**src/core/ucd_map.svh**
```systemverilog
// constants for the uart channel command decoder
`ifndef UCD_MAP_SVH
`define UCD_MAP_SVH
`define UCD_CMD_MSB 7
`define UCD_CMD_LSB 4
`define UCD_CMD_NONE 4'h0
`define UCD_CMD_MRPTR_FIRST 4'h1
`define UCD_CMD_RX_RESET 4'h2
`define UCD_CMD_TX_RESET 4'h3
`define UCD_CMD_ERR_RESET 4'h4
`define UCD_CMD_BRK_CHG_RESET 4'h5
`define UCD_CMD_BRK_START 4'h6
`define UCD_CMD_BRK_STOP 4'h7
`define UCD_CMD_RTS_ON 4'h8
`define UCD_CMD_RTS_OFF 4'h9
`define UCD_CMD_TMO_ON 4'ha
`define UCD_CMD_MRPTR_ZERO 4'hb
`define UCD_CMD_TMO_OFF 4'hc
`define UCD_CMD_UNUSED 4'hd
`define UCD_CMD_PD_ON 4'he
`define UCD_CMD_PD_OFF 4'hf
`define UCD_LOW_TXRX_OFF 4'ha
`define UCD_MRPTR_ZERO 2'h0
`define UCD_MRPTR_FIRST 2'h1
`define UCD_MRPTR_RST 2'h1
`define UCD_CMD_GAP 3
`define UCD_OSC_START_CYC 16
`endif

```
**src/core/ucd_pkg.sv**
```systemverilog
// types for the uart channel command decoder
package ucd_pkg;
   typedef logic [3:0] ucd_cmd_t;
   typedef logic [1:0] ucd_mrptr_t;
   typedef enum logic [1:0] {UCD_BRK_IDLE, UCD_BRK_WAIT, UCD_BRK_ON, UCD_BRK_MARK} ucd_brk_e;
endpackage : ucd_pkg

```
**src/core/ucd_if.sv**
```systemverilog
// command register link between host and decoder
`timescale 1ns/10ps
`default_nettype none
interface ucd_if;
   logic cmd_wr;
   logic [7:0] cmd_data;
   logic chan_a;
   modport dev (input cmd_wr, input cmd_data, input chan_a);
   modport host (output cmd_wr, output cmd_data, output chan_a);
endinterface : ucd_if
`default_nettype wire

```
**src/core/ucd_decoder.sv**
```systemverilog
// command decoder and executor for one uart channel
//
// Function
// - code 1 points mode pointer at first
// - code 2 resets receiver, flushes fifo
// - code 3 resets transmitter as hardware
// - code 4 clears status bits seven-four
// - code 5 clears break-change interrupt flag
// - code 6 drives serial output low
// - break waits until transmitter fully empty
// - break ignored unless transmitter enabled
// - code 7 marks one bit before next
// - codes 8/9 assert/negate request-to-send
// - time-out mode restarts timer per character
// - entering time-out stops counter, clears ready
// - code b sets mode pointer zero
// - code c returns timer control, nothing stopped
// - host stops counter after leaving time-out
// - code e stops oscillator, keeps registers
// - host sends only code f while down
// - host disables channel in the power-down write
// - power codes act on channel a only
// - code f restarts oscillator, leaves power-down
// - host waits for oscillator start-up
// - host spaces commands three clocks apart
`include "ucd_map.svh"
`timescale 1ns/10ps
`default_nettype none
module ucd_decoder
   import ucd_pkg::*;
(
   input wire logic clk_i,
   input wire logic rst_b_i,
   ucd_if.dev cmd_if,
   input wire logic tx_enabled_i,
   input wire logic tx_busy_i,
   input wire logic bit_tick_i,
   input wire logic rx_char_loaded_i,
   input wire logic mode_reg_access_i,
   output logic [1:0] mode_reg_ptr_o,
   output logic rx_reset_o,
   output logic tx_reset_o,
   output logic err_status_clear_o,
   output logic brk_chg_clear_o,
   output logic serial_break_o,
   output logic tx_hold_o,
   output logic request_to_send_out_n_o,
   output logic timeout_mode_o,
   output logic ct_restart_o,
   output logic ct_stop_o,
   output logic ct_ready_clear_o,
   output logic ct_cmds_blocked_o,
   output logic osc_run_o,
   output logic osc_ready_o
);
   ucd_cmd_t cmd;
   logic exec;
   logic powered_down;
   ucd_brk_e brk_state;
   logic [1:0] bit_cnt;
   logic [4:0] osc_cnt;

   ////////////////////////////////////////////////////////////////
   assign cmd = cmd_if.cmd_data[`UCD_CMD_MSB:`UCD_CMD_LSB];
   // while down the clock is notionally stopped; only power-up acts
   assign exec = cmd_if.cmd_wr && (!powered_down || (cmd_if.chan_a && cmd == `UCD_CMD_PD_OFF));

   function automatic logic is_cmd(input ucd_cmd_t c, input ucd_cmd_t want);
      is_cmd = (c == want);
   endfunction : is_cmd

   ////////////////////////////////////////////////////////////////
   always_ff @(posedge clk_i or negedge rst_b_i) begin
      if (!rst_b_i) begin
         mode_reg_ptr_o <= `UCD_MRPTR_RST;
      end else if (exec && is_cmd(cmd, `UCD_CMD_MRPTR_FIRST)) begin
         mode_reg_ptr_o <= `UCD_MRPTR_FIRST;
      end else if (exec && is_cmd(cmd, `UCD_CMD_MRPTR_ZERO)) begin
         mode_reg_ptr_o <= `UCD_MRPTR_ZERO;
      end else if (!powered_down && mode_reg_access_i && mode_reg_ptr_o != 2'h3) begin
         mode_reg_ptr_o <= mode_reg_ptr_o + 2'h1;
      end
   end

   // one-cycle action pulses
   always_ff @(posedge clk_i or negedge rst_b_i) begin
      if (!rst_b_i) begin
         rx_reset_o <= 1'b0;
         tx_reset_o <= 1'b0;
         err_status_clear_o <= 1'b0;
         brk_chg_clear_o <= 1'b0;
         ct_stop_o <= 1'b0;
         ct_ready_clear_o <= 1'b0;
      end else begin
         rx_reset_o <= exec && is_cmd(cmd, `UCD_CMD_RX_RESET);
         tx_reset_o <= exec && is_cmd(cmd, `UCD_CMD_TX_RESET);
         err_status_clear_o <= exec && is_cmd(cmd, `UCD_CMD_ERR_RESET);
         brk_chg_clear_o <= exec && is_cmd(cmd, `UCD_CMD_BRK_CHG_RESET);
         ct_stop_o <= exec && is_cmd(cmd, `UCD_CMD_TMO_ON);
         ct_ready_clear_o <= exec && is_cmd(cmd, `UCD_CMD_TMO_ON);
      end
   end

   always_ff @(posedge clk_i or negedge rst_b_i) begin
      if (!rst_b_i) begin
         request_to_send_out_n_o <= 1'b1;
      end else if (exec && is_cmd(cmd, `UCD_CMD_RTS_ON)) begin
         request_to_send_out_n_o <= 1'b0;
      end else if (exec && is_cmd(cmd, `UCD_CMD_RTS_OFF)) begin
         request_to_send_out_n_o <= 1'b1;
      end
   end

   ////////////////////////////////////////////////////////////////
   always_ff @(posedge clk_i or negedge rst_b_i) begin
      if (!rst_b_i) begin
         timeout_mode_o <= 1'b0;
      end else if (exec && is_cmd(cmd, `UCD_CMD_TMO_ON)) begin
         timeout_mode_o <= 1'b1;
      end else if (exec && is_cmd(cmd, `UCD_CMD_TMO_OFF)) begin
         timeout_mode_o <= 1'b0;
      end
   end
   assign ct_cmds_blocked_o = timeout_mode_o;

   always_ff @(posedge clk_i or negedge rst_b_i) begin
      if (!rst_b_i) begin
         ct_restart_o <= 1'b0;
      end else begin
         ct_restart_o <= timeout_mode_o && rx_char_loaded_i && !powered_down;
      end
   end

   ////////////////////////////////////////////////////////////////
   // break sequencer; bit_cnt counts the two bit ticks of the one-bit mark
   always_ff @(posedge clk_i or negedge rst_b_i) begin
      if (!rst_b_i) begin
         brk_state <= UCD_BRK_IDLE;
         bit_cnt <= 2'h0;
      end else if (exec && is_cmd(cmd, `UCD_CMD_TX_RESET)) begin
         brk_state <= UCD_BRK_IDLE;
         bit_cnt <= 2'h0;
      end else if (!powered_down) begin
         case (brk_state)
            UCD_BRK_IDLE: begin
               if (exec && is_cmd(cmd, `UCD_CMD_BRK_START) && tx_enabled_i) begin
                  brk_state <= UCD_BRK_WAIT;
               end
            end
            UCD_BRK_WAIT: begin
               if (exec && is_cmd(cmd, `UCD_CMD_BRK_STOP)) begin
                  brk_state <= UCD_BRK_IDLE;
               end else if (!tx_busy_i) begin
                  brk_state <= UCD_BRK_ON;
               end
            end
            UCD_BRK_ON: begin
               if (exec && is_cmd(cmd, `UCD_CMD_BRK_STOP)) begin
                  brk_state <= UCD_BRK_MARK;
                  bit_cnt <= 2'h0;
               end
            end
            UCD_BRK_MARK: begin
               // first tick may come early, so a whole bit time needs two
               if (bit_tick_i) begin
                  if (bit_cnt == 2'h1) begin
                     brk_state <= UCD_BRK_IDLE;
                  end else begin
                     bit_cnt <= bit_cnt + 2'h1;
                  end
               end
            end
            default: begin
               brk_state <= UCD_BRK_IDLE;
            end
         endcase
      end
   end
   assign serial_break_o = (brk_state == UCD_BRK_ON);
   // transmitter holds new characters while a break is active or marking
   assign tx_hold_o = (brk_state == UCD_BRK_ON) || (brk_state == UCD_BRK_MARK);

   ////////////////////////////////////////////////////////////////
   always_ff @(posedge clk_i or negedge rst_b_i) begin
      if (!rst_b_i) begin
         powered_down <= 1'b0;
      end else if (exec && cmd_if.chan_a && is_cmd(cmd, `UCD_CMD_PD_ON)) begin
         powered_down <= 1'b1;
      end else if (exec && cmd_if.chan_a && is_cmd(cmd, `UCD_CMD_PD_OFF)) begin
         powered_down <= 1'b0;
      end
   end
   assign osc_run_o = !powered_down;

   always_ff @(posedge clk_i or negedge rst_b_i) begin
      if (!rst_b_i) begin
         osc_cnt <= 5'h0;
      end else if (powered_down) begin
         osc_cnt <= 5'h0;
      end else if (osc_cnt != 5'(`UCD_OSC_START_CYC)) begin
         osc_cnt <= osc_cnt + 5'h1;
      end
   end
   assign osc_ready_o = (osc_cnt == 5'(`UCD_OSC_START_CYC));
   // codes 0 and d fall through every decode above untouched
endmodule : ucd_decoder
`default_nettype wire

```
**src/flat_wrapper.sv**
```systemverilog
// flat-port wrapper written by rule: the top's interface ports become plain ports
module ucd_decoder_flat import ucd_pkg::*;
  (clk_i, rst_b_i, tx_enabled_i, tx_busy_i, bit_tick_i, rx_char_loaded_i, mode_reg_access_i, mode_reg_ptr_o, rx_reset_o, tx_reset_o, err_status_clear_o, brk_chg_clear_o, serial_break_o, tx_hold_o, request_to_send_out_n_o, timeout_mode_o, ct_restart_o, ct_stop_o, ct_ready_clear_o, ct_cmds_blocked_o, osc_run_o, osc_ready_o, cmd_if_cmd_wr, cmd_if_cmd_data, cmd_if_chan_a);
  ucd_if cmd_if_i ();
  input wire logic clk_i;
  input wire logic rst_b_i;
  input wire logic tx_enabled_i;
  input wire logic tx_busy_i;
  input wire logic bit_tick_i;
  input wire logic rx_char_loaded_i;
  input wire logic mode_reg_access_i;
  output logic [1:0] mode_reg_ptr_o;
  output logic rx_reset_o;
  output logic tx_reset_o;
  output logic err_status_clear_o;
  output logic brk_chg_clear_o;
  output logic serial_break_o;
  output logic tx_hold_o;
  output logic request_to_send_out_n_o;
  output logic timeout_mode_o;
  output logic ct_restart_o;
  output logic ct_stop_o;
  output logic ct_ready_clear_o;
  output logic ct_cmds_blocked_o;
  output logic osc_run_o;
  output logic osc_ready_o;
  input wire logic [$bits(cmd_if_i.cmd_wr)-1:0] cmd_if_cmd_wr;
  input wire logic [$bits(cmd_if_i.cmd_data)-1:0] cmd_if_cmd_data;
  input wire logic [$bits(cmd_if_i.chan_a)-1:0] cmd_if_chan_a;
  assign cmd_if_i.cmd_wr = cmd_if_cmd_wr;
  assign cmd_if_i.cmd_data = cmd_if_cmd_data;
  assign cmd_if_i.chan_a = cmd_if_chan_a;
  ucd_decoder u_core (.clk_i(clk_i), .rst_b_i(rst_b_i), .cmd_if(cmd_if_i), .tx_enabled_i(tx_enabled_i), .tx_busy_i(tx_busy_i), .bit_tick_i(bit_tick_i), .rx_char_loaded_i(rx_char_loaded_i), .mode_reg_access_i(mode_reg_access_i), .mode_reg_ptr_o(mode_reg_ptr_o), .rx_reset_o(rx_reset_o), .tx_reset_o(tx_reset_o), .err_status_clear_o(err_status_clear_o), .brk_chg_clear_o(brk_chg_clear_o), .serial_break_o(serial_break_o), .tx_hold_o(tx_hold_o), .request_to_send_out_n_o(request_to_send_out_n_o), .timeout_mode_o(timeout_mode_o), .ct_restart_o(ct_restart_o), .ct_stop_o(ct_stop_o), .ct_ready_clear_o(ct_ready_clear_o), .ct_cmds_blocked_o(ct_cmds_blocked_o), .osc_run_o(osc_run_o), .osc_ready_o(osc_ready_o));
endmodule
```
**config.mk**
```make
export PLATFORM = sky130hd
export DESIGN_NAME = ucd_decoder_flat
export DESIGN_NICKNAME = d
export VERILOG_FILES = /design/src/core/ucd_pkg.sv /design/src/core/ucd_if.sv /design/src/core/ucd_decoder.sv /design/src/flat_wrapper.sv
export VERILOG_INCLUDE_DIRS = /design/src /design/src/core
export SDC_FILE = /design/constraint.sdc
export NUM_CORES = 1
export LEC_CHECK = 0
export BUFFER_PORTS_ARGS = -buffer_cell sky130_fd_sc_hd__buf_4
export CORE_MARGIN = 2
export CORE_UTILIZATION = 50
export DETAILED_ROUTE_END_ITERATION = 7
export PLACE_DENSITY = 0.76
export SETUP_SLACK_MARGIN = 0.3
export SLEW_MARGIN = 25
export SYNTH_ARGS = -nofsm -noshare
export SYNTH_HDL_FRONTEND = slang
export SYNTH_SLANG_ARGS = --single-unit
```
**constraint.sdc**
```tcl
create_clock -name clk_i -period 1.7 [get_ports clk_i]
set_input_delay 0.17 -clock clk_i [delete_from_list [all_inputs] [get_ports clk_i]]
set_output_delay 0.17 -clock clk_i [all_outputs]
set_load 0.03 [all_outputs]
```
==> reports/metrics.yaml, run 1 <==
setup_path:
  crit_required_ns: 1.53
  cp.arrival_ns: 1.26
  r2r-start: "u_core.powered_down$_DFFE_PN0P_"
  critPathLaunch: "u_core.osc_cnt[0]$_DFFE_PN0P_"
  critPathLaunchType: "register"
  cp-end-kind: "output pin"
  critPathMaxFanout: 2
  critPathKind: "register to output pin"
timing:
  rsz0062_at_grt: "true"
  hold_violations: 0
  clock_skew_ns: 0.0006676
  hold_slack_ns: 0.05768
  tightest_slew_ns: 0.5207
  max_freq_mhz: 700.2
  timing.final.ws_setup_ns: 0.2719
  period_share_pct: 84.00
  maxSlewViolCount: 0
  setup_viol: 0
  slew_headroom_pct: 65.02
  tns_ns: 0
  fin_crit_ns: 1.428
synthesis:
  synth.most_common_cell: "dfrtp_1"
  ys_seq_area_share_pct: 44.77
  synth_ff_type: "dfrtp_1"
  synth-async-reset-ratio_pct: 100.0
  synthTopCellsByCount: "dfrtp_1 (18), nor2_1 (13), inv_1 (8)"
  netlist-cell-type-count: 43
  synth_top_area_cell: "dfrtp_1"
  synth_cells: 109
  synth_area_leaders: "dfrtp_1 (40%), dfstp_2 (4.7%), ha_1 (4.5%)"
  synth_edf_count: 0
  synth.net_count: 130
  ys_ff_latch: 20
  ys_warn_count: 0
  syn_area_um2: 1124
  yosys.area.top_type_share_pct: 40.09
  synth_area_per_cell_um2: 10.31
placement:
  dp_hpwl_um: 1574
  numPortBuffers: 28
  place_congestion: 0.7346
  place_area_um2: 1348
  placed_cells: 160
  dp_slack_ns: 0.1879
drt:
  drt-total-wl_um: 2356
  met2_length_um: 1175
  highest_layer: "met4"
  drt_iter0_drc: 7
  vias_per_cell: 5.213
  vias: 928
  route.detailed.drc: 0
  wl_met3_um: 119
  drtAntennaViolNets: 0
  dr.pass1.iters: 4
  avgRoutedWirePerCell_um: 13.24
  wl_met1_um: 1037
layout:
  fin_nets: 172
  insertedDiodeCount: 0
  syn_to_final_growth_pct: 39.64
  stdcell_count: 178
  layout-drive-gt1-share_pct: 49.33
  final_cell_area_um2: 1569
floorplanning:
  start_util_pct: 51.79
  die_y_um: 51.41
  io_pins: 33
  dieWidth_um: 51.41
  core_area_um2: 2170
  rows: 17
  die-area_um2: 2642
pwr:
  leakagePower_uw: 0.0007405
  vdd.ir_drop.worst_mv: 0.8419
  powerDensity_nw_per_um2: 1356
outcome:
  status: "finished clean"
clock_tree:
  clockBufferDepth: 2
  clock_sinks: 20
  htreeDepth: 1
  clk_pin_slew_ns: 0.11
  insertion_delay_ns: 0.29
  numCtsBuffers: 3
  cts-root-buf: "clkbuf_4"
  cts_tree: "built"
global_routing:
  grt_overflow_total: 0
  antenna_found_initial: 0
  grt_use_total_pct: 20.14
  grt_pass1_vias: 939
  grt_pass1_wl_um: 3967
  grt_max_degree: 21
run:
  drv_cap: 0
hold_path:
  min_path_type: "input port to register"
  min_from: "cmd_if_cmd_data[7]"
what timing repair did:
action,4_1_cts,5_1_grt
pin swaps,2,4
setup buffers,9,4
hold buffers,1,0
resized for setup,10,9
hold endpoints to repair,20,0
setup endpoints to repair,7,8
sequential cells by signal, indices dropped and copies added, names as in the netlist:
register                        flops
u_core.mode_reg_ptr_o               2
u_core.ct_cmds_blocked_o            1
u_core.ct_restart_o                 1
u_core.err_status_clear_o           1
u_core.tx_reset_o                   1
u_core.rx_reset_o                   1
u_core.osc_cnt                      5
u_core.brk_state                    2
u_core.ct_stop_o                    1
u_core.request_to_send_out_n_o      1
u_core.bit_cnt                      2
u_core.powered_down                 1
u_core.brk_chg_clear_o              1
final cells by class:
type | count | area, um2
Timing Repair Buffer | 43 | 336.6
Sequential cell | 20 | 505.5
Clock buffer | 4 | 36.28
Multi-Input combinational cell | 75 | 625.6
Inverter | 8 | 30.03
Fill cell | 171 | 600.6
Tap cell | 28 | 35.03
through the flow:
stage / util, % / total power, uW
3_5_place_dp: 62.11 / 1604
6_report: 72.32 / 2127
4_1_cts: 68.74 / 2020
2_1_floorplan: - / 1376
5_1_grt: 72.32 / 2295
3_3_place_gp: 62.11 / 1567
critical path, stage by stage, from the launching register on:
cell and delay (ns):
dfrtp_1 0.41, inv_2 0.09, ha_4 0.13, nand2_2 0.06, nor3_4 0.13, buf_6 0.15
cells by family (layout without fill, tap and decap cells):
group | count (synthesis) | in the layout | synth area share, %
flops | 20 | 20 | 44.77
xor+xnor | 5 | 5 | 3.898
mux | 3 | 3 | 2.784
compound gates | 17 | 17 | 11.36
buf+inv | 14 | 55 | 7.349
fa+ha+maj | 4 | 4 | 4.455
simple gates | 46 | 46 | 25.39
layout by cell type (no fill, tap or decap), drive strengths merged, types with 2 or more instances in the layout:
master | Yosys | layout
nor3 | 7 | 7
xor2 | 2 | 2
nand3 | 5 | 5
a31oi | 2 | 2
clkbuf | 1 | 4
nor3b | 2 | 2
xnor2 | 3 | 3
ha | 4 | 4
mux2i | 2 | 2
o31ai | 2 | 2
nand2b | 4 | 4
buf | 5 | 42
a21oi | 2 | 2
nand3b | 2 | 2
o21ai | 5 | 5
nand2 | 3 | 3
inv | 8 | 8
dfstp | 2 | 2
nor2 | 13 | 13
dfrtp | 18 | 18
layer usage:
layer / vias to the layer above / GRT usage (%)
li1: 459 / -
met1: 440 / 24.20
met2: 25 / 33.76
met3: 4 / 3.801
met4: 0 / 10.96
met5: - / 0
final timing paths:
kind                                                              end  cells past startpoint  slack, ns
max reg2reg                             u_core.bit_cnt[1]$_DFFE_PN0P_                      4       0.28
min reg2reg                             u_core.bit_cnt[1]$_DFFE_PN0P_                      2       0.56
min                              u_core.mode_reg_ptr_o[0]$_DFFE_PN1P_                      2       0.06
max                                                       osc_ready_o                      5       0.27
max in group asynchronous  u_core.request_to_send_out_n_o$_DFFE_PN1P_                      2       1.16
min in group asynchronous               u_core.ct_restart_o$_DFF_PN0_                      2       0.27
power breakdown:
part | total, uW | leakage [uW] | internal [uW] | switching (uW)
Clock | 269 | 0.0000210 | 130 | 139
Sequential | 762 | 0.000245 | 622 | 139
Combinational | 1100 | 0.000474 | 556 | 541
Note: power is estimated with default switching activity, not from simulation.
==> run 2: changes to the inputs <==
--- a/config.mk
+++ b/config.mk
@@ -6,11 +6,12 @@
 export SDC_FILE = /design/constraint.sdc
 export NUM_CORES = 1
 export LEC_CHECK = 0
+export ABC_AREA = 1
 export BUFFER_PORTS_ARGS = -buffer_cell sky130_fd_sc_hd__buf_4
 export CORE_MARGIN = 2
-export CORE_UTILIZATION = 50
+export CORE_UTILIZATION = 46
 export DETAILED_ROUTE_END_ITERATION = 7
-export PLACE_DENSITY = 0.76
+export PLACE_DENSITY = 0.72
 export SETUP_SLACK_MARGIN = 0.3
 export SLEW_MARGIN = 25
 export SYNTH_ARGS = -nofsm -noshare
==> constraint.sdc (replaced) <==
create_clock -name clk_i -period 1.3 [get_ports clk_i]
set_input_delay 0.13 -clock clk_i [delete_from_list [all_inputs] [get_ports clk_i]]
set_output_delay 0.13 -clock clk_i [all_outputs]
set_load 0.03 [all_outputs]
==> run 2 against run 1 <==
Net effect:
- the flow now finishes with violations (setup timing)
- clock skew increased by 0.011 ns
- cell count up 28%
- first-iteration DRC count rose to 4.3 times the previous value
- sequential share of layout area shrank 7.4 points
- critical path depth unchanged
- largest power group unchanged
- highest routed layer unchanged
==> reports/metrics.yaml, run 2 <==
global_routing:
  grtUsageMet2_pct: 42.06
  use_met3_pct: 3.552
  grt_pass1_vias: 1110
  grt-busiest-layer: "met2"
  antenna_found_initial: 0
  grt_use_met1_pct: 28.57
  grt_overflow_total: 0
  grt_use_total_pct: 23.17
  grt_pass1_wl_um: 4899
  grt_max_degree: 21
pwr:
  power.total_uw: 3843
  powerDensity_nw_per_um2: 1884
  leakagePower_uw: 0.0009553
  vdd.ir_drop.worst_mv: 1.409
layout:
  final_cell_area_um2: 2039
  layout_commonest_cell: "buf_4"
  insertedDiodeCount: 0
  stdcell_count: 228
  layout_common_cells: "buf_4 (30), buf_6 (26), inv_1 (15), dfrtp_1 (15)"
  top_register: "u_core.osc_cnt"
  fin_nets: 220
  syn_to_final_growth_pct: 72.12
  fin_util_pct: 83.08
  layout-drive-gt1-share_pct: 61.62
  fillers: 134
  largest_reg_flops: 5
timing:
  maxSlewViolCount: 0
  rsz0062_at_grt: "true"
  period_share_pct: 109.8
  setup_viol: 5
  tightest_slew_ns: 0.4607
  hold_violations: 0
  max_freq_mhz: 700.5
  fin_crit_ns: 1.428
  timing.final.ws_setup_ns: -0.1276
  clock_skew_ns: 0.01117
  slew_headroom_pct: 69.17
drt:
  route.detailed.drc: 0
  dr.pass1.iters: 4
  vias: 1252
  drt_iter0_drc: 30
  vias_per_cell: 5.491
  drtAntennaViolNets: 0
  drt-total-wl_um: 3856
  avgRoutedWirePerCell_um: 16.91
setup_path:
  critPathKind: "register to output pin"
  cp-end-kind: "output pin"
  cp.arrival_ns: 1.30
  critPathLaunchType: "register"
  crit_required_ns: 1.17
  critPathMaxFanout: 2
synthesis:
  synth_area_per_cell_um2: 8.463
  synth.net_count: 161
  synth-async-reset-ratio_pct: 100.0
  synth_edf_count: 0
  synth_area_leaders: "dfrtp_1 (38%), inv_1 (6.7%), nor2_1 (5.4%)"
  synth.most_common_cell: "inv_1"
  synth_cells: 140
  synth_ff_type: "dfrtp_1"
  ys_warn_count: 0
  netlist-cell-type-count: 30
  ys_seq_area_share_pct: 42.45
  synth_top_area_cell: "dfrtp_1"
  ys_ff_latch: 20
  yosys.area.top_type_share_pct: 38.01
  syn_area_um2: 1185
  synthTopCellsByCount: "inv_1 (21), dfrtp_1 (18), nor2_1 (17)"
outcome:
  status: "finished, violations left"
  violations: "setup timing"
placement:
  place_congestion: 0.7738
  place_area_um2: 1448
  placed_cells: 197
  dp_slack_ns: -0.01969
  numPortBuffers: 28
  dp_hpwl_um: 1869
floorplanning:
  core_area_um2: 2455
  rows: 18
  dieWidth_um: 54.75
  die-area_um2: 2998
  die_y_um: 54.75
  io_pins: 33
  start_util_pct: 48.27
hold_path:
  min_path_type: "input port to register"
clock_tree:
  htreeDepth: 1
  cts_tree: "built"
  clockBufferDepth: 2
  clk_pin_slew_ns: 0.11
  clock_sinks: 20
  insertion_delay_ns: 0.31
  numCtsBuffers: 3
  cts-root-buf: "clkbuf_4"
run:
  drv_cap: 0
-- run 2: cell type report --
| type | instances | area (um2) | share of cell area, % |
|---|---|---|---|
| Clock buffer | 4 | 26.28 | 1.288 |
| Timing Repair Buffer | 57 | 528.0 | 25.89 |
| Multi-Input combinational cell | 93 | 845.8 | 41.47 |
| Inverter | 24 | 95.09 | 4.663 |
| Sequential cell | 20 | 506.7 | 24.85 |
| Tap cell | 30 | 37.54 | 1.840 |
-- run 2: critical path: stages, from the launching register on --
cell and delay [ns]:
dfrtp_1 0.41, inv_2 0.09, ha_4 0.13, nand4_1 0.12, inv_2 0.12, buf_6 0.13
-- run 2: stage by stage --
step	hold slack (ns)	TNS, ns
finish	0.03352	-0.3553
global route	0.01781	-0.6771
CTS	0.01661	-0.04706
detailed placement	0.02279	-0.03025
global placement	0.01960	0
floorplan	-0.1656	-0.07470
-- run 2: layer usage --
metal,up-vias,share of wire [%]
met5,-,0
met3,16,5.3
met2,56,53
li1,566,-
met1,614,38
met4,0,3.7
-- run 2: logic make-up after synthesis --
kind of cell / Yosys count / synth area share [%]
buffers and inverters: 28 / 9.609
adders and majority gates: 4 / 4.224
xor gates and xnor gates: 2 / 1.479
AOI/OAI and AO/OA: 21 / 10.88
DFF: 20 / 42.45
and+or+nand+nor: 65 / 31.36
-- run 2: worst paths after layout --
kind,startpoint,endpoint,slack [ns],cells after the start
worst min-delay path,cmd_if_cmd_data[4],u_core.err_status_clear_o$_DFF_PN0_,0.03,2
max in group asynchronous,rst_b_i,u_core.request_to_send_out_n_o$_DFFE_PN1P_,0.78,2
worst min register to register,u_core.request_to_send_out_n_o$_DFFE_PN1P_,u_core.request_to_send_out_n_o$_DFFE_PN1P_,0.52,2
min in group asynchronous,rst_b_i,u_core.bit_cnt[0]$_DFFE_PN0P_,0.24,2
worst max-delay path,u_core.osc_cnt[1]$_DFFE_PN0P_,osc_ready_o,-0.13,5
worst max register to register,u_core.osc_cnt[1]$_DFFE_PN0P_,u_core.osc_cnt[0]$_DFFE_PN0P_,-0.13,8
-- run 2: repair_timing --
action	in CTS	in global routing
setup buffers	16	9
hold buffers	1	0
endpoints found under the hold margin	20	0
gates cloned	1	0
setup endpoints to repair	24	32
pin swaps	18	15
gates resized for setup	52	34
-- run 2: where the power goes --
| group | internal, uW | leakage, uW | switching (uW) |
|---|---|---|---|
| Combinational | 1130 | 0.000688 | 1350 |
| Clock | 120 | 0.0000150 | 197 |
| Sequential | 824 | 0.000253 | 219 |
| Total | 2080 | 0.000955 | 1770 |
==> run 3: changes to the inputs <==
--- a/config.mk
+++ b/config.mk
@@ -11,7 +11,7 @@
 export CORE_MARGIN = 2
 export CORE_UTILIZATION = 46
 export DETAILED_ROUTE_END_ITERATION = 7
-export PLACE_DENSITY = 0.72
+export PLACE_DENSITY = 0.74
 export SETUP_SLACK_MARGIN = 0.3
 export SLEW_MARGIN = 25
 export SYNTH_ARGS = -nofsm -noshare
==> run 3 against run 2 <==
Net effect:
- the run still ends with setup timing left
- core utilization is 2.8 points higher
- count of clock-buffer cells in the layout stayed put
- design area is 3.3% higher
- setup slack better by 0.050 ns
- clock skew is 0.0099 ns lower
- register-to-register slack better by 0.11 ns
- die area stayed put
- wire length is 4.8% lower
- largest cell class unchanged
==> reports/metrics.yaml, run 3 (synthesized netlist as in run 2, its figures left out) <==
global_routing:
  grt_use_total_pct: 20.68
  grt_overflow_total: 0
  antenna_found_initial: 0
  grt_pass1_wl_um: 4326
  grt_pass1_vias: 992
  grt_max_degree: 21
setup_path:
  critPathMaxFanout: 2
  rr_endpoint: "u_core.brk_state[1]$_DFFE_PN0P_"
  worst-path-buf-inv: 3
  crit_required_ns: 1.17
  critPathKind: "register to output pin"
  cp_common_cell: "inv_2"
  regToRegSetupSlack_ns: -0.02
  crit_family: "flip-flops"
  rr_worst_depth: 10
  crit_chain: "inv_2, ha_1, nand4_1, inv_2, buf_6"
  max_stage_delay_ns: 0.41
  slowest_stage: "dfrtp_1"
  cp.arrival_ns: 1.25
  critPathLaunchType: "register"
  r2r-start: "u_core.powered_down$_DFFE_PN0P_"
  cp-end-kind: "output pin"
floorplanning:
  dieWidth_um: 54.75
  core_area_um2: 2455
  die-area_um2: 2998
  die_y_um: 54.75
  start_util_pct: 48.27
  rows: 18
  io_pins: 33
placement:
  numPortBuffers: 28
  placed_cells: 197
  dp_hpwl_um: 1740
  dp_slack_ns: -0.02007
  place_congestion: 0.7638
drt:
  avgRoutedWirePerCell_um: 15.89
  vias_per_cell: 5.316
  wl_met3_um: 136
  wl_met1_um: 1561
  drt-total-wl_um: 3671
  route.detailed.drc: 0
  vias: 1228
  drtAntennaViolNets: 0
  dr.pass1.iters: 4
  drt_iter0_drc: 57
  highest_layer: "met4"
  met2_length_um: 1918
pwr:
  pwr-share-seq_pct: 27.1
  pwr-share-clk_pct: 9.5
  intPower_uw: 2152
  p_sw_share_pct: 44.27
  vdd.ir_drop.worst_mv: 1.303
  combPwrFrac_pct: 63.4
  leakagePower_uw: 0.0009934
  powerDensity_nw_per_um2: 1832
  p_switching_uw: 1709
timing:
  hold_violations: 0
  period_share_pct: 105.9
  tightest_slew_ns: 0.5430
  fin_crit_ns: 1.377
  rsz0062_at_grt: "true"
  timing.final.ws_setup_ns: -0.07734
  maxSlewViolCount: 0
  clock_skew_ns: 0.001267
  setup_viol: 2
  max_freq_mhz: 726.0
  tns_ns: -0.09875
  slew_headroom_pct: 63.67
hold_path:
  whs_path_depth: 2
  hold_path_end: "u_core.err_status_clear_o$_DFF_PN0_"
  min_from: "cmd_if_cmd_data[4]"
  min_path_type: "input port to register"
layout:
  stdcell_count: 231
  top_register: "u_core.osc_cnt"
  layout-drive-gt1-share_pct: 63.18
  layout_common_cells: "buf_4 (32), buf_6 (27), inv_1 (15), dfrtp_1 (15)"
  largest_reg_flops: 5
  syn_to_final_growth_pct: 77.82
  insertedDiodeCount: 0
  fin_util_pct: 85.83
  layout_commonest_cell: "buf_4"
  fin_nets: 223
run:
  drv_cap: 0
clock_tree:
  clockBufferDepth: 2
  numCtsBuffers: 3
  insertion_delay_ns: 0.30
  cts_tree: "built"
  htreeDepth: 1
  clk_pin_slew_ns: 0.11
  clock_sinks: 20
  cts-root-buf: "clkbuf_4"
outcome:
  status: "finished, violations left"
  violations: "setup timing"
[run 3: cell types whose count changed in the layout (fill, tap and decap cells not counted), sizes merged]
cell,change
buf,+4
nand2,-1
[run 3: metrics by stage]
step	total power [uW]	cell area, um2	hold WS (ns)
final	3861	2107	0.02580
after global placement	2309	1448	0.01885
after global routing	4064	2107	0.02539
after detailed placement	2360	1448	0.02197
after CTS	3300	1842	0.01233
after floorplan	2002	1201	-0.1656
[run 3: how the worst max path moves through the flow]
stage	from	to	slack, ns	cells past startpoint
finish	u_core.osc_cnt[1]$_DFFE_PN0P_	osc_ready_o	-0.08	5
global route	u_core.osc_cnt[1]$_DFFE_PN0P_	osc_ready_o	-0.12	5
floorplan	u_core.powered_down$_DFFE_PN0P_	u_core.brk_state[0]$_DFFE_PN0P_	-0.04	10
detailed placement	cmd_if_cmd_data[7]	u_core.brk_state[0]$_DFFE_PN0P_	-0.02	12
CTS	u_core.osc_cnt[1]$_DFFE_PN0P_	osc_ready_o	-0.05	5
global placement	cmd_if_cmd_data[7]	u_core.brk_state[0]$_DFFE_PN0P_	0.02	12
[run 3: area by class of cell]
cell class,count,area [um2]
sequential,20,506.7
tap,30,37.54
timing repair buffer,61,574.3
clock buffer,4,36.28
fill,124,347.8
multi-input combinational,92,852.1
inverter,24,100.1
[run 3: power groups by stage]
stage,Clock [uW],Combinational (uW),Sequential [uW]
2_1_floorplan,0,935,1070
4_1_cts,368,1930,1010
5_1_grt,394,2600,1070
3_5_place_dp,0,1350,1010
3_3_place_gp,0,1310,1000
6_report,368,2450,1050
[run 3: what timing repair did]
| item | 4_1_cts | 5_1_grt |
|---|---|---|
| setup endpoints to repair | 24 | 31 |
| pin swaps | 16 | 15 |
| hold endpoints to repair | 20 | 0 |
| resized for setup | 56 | 36 |
| hold buffers | 1 | 0 |
| buffers inserted | 16 | 13 |
[run 3: layer usage]
layer,GRT usage [%],up-vias
met3,3.279,8
met2,35.91,44
met1,26.07,600
met5,0,-
met4,6.250,0
li1,-,576
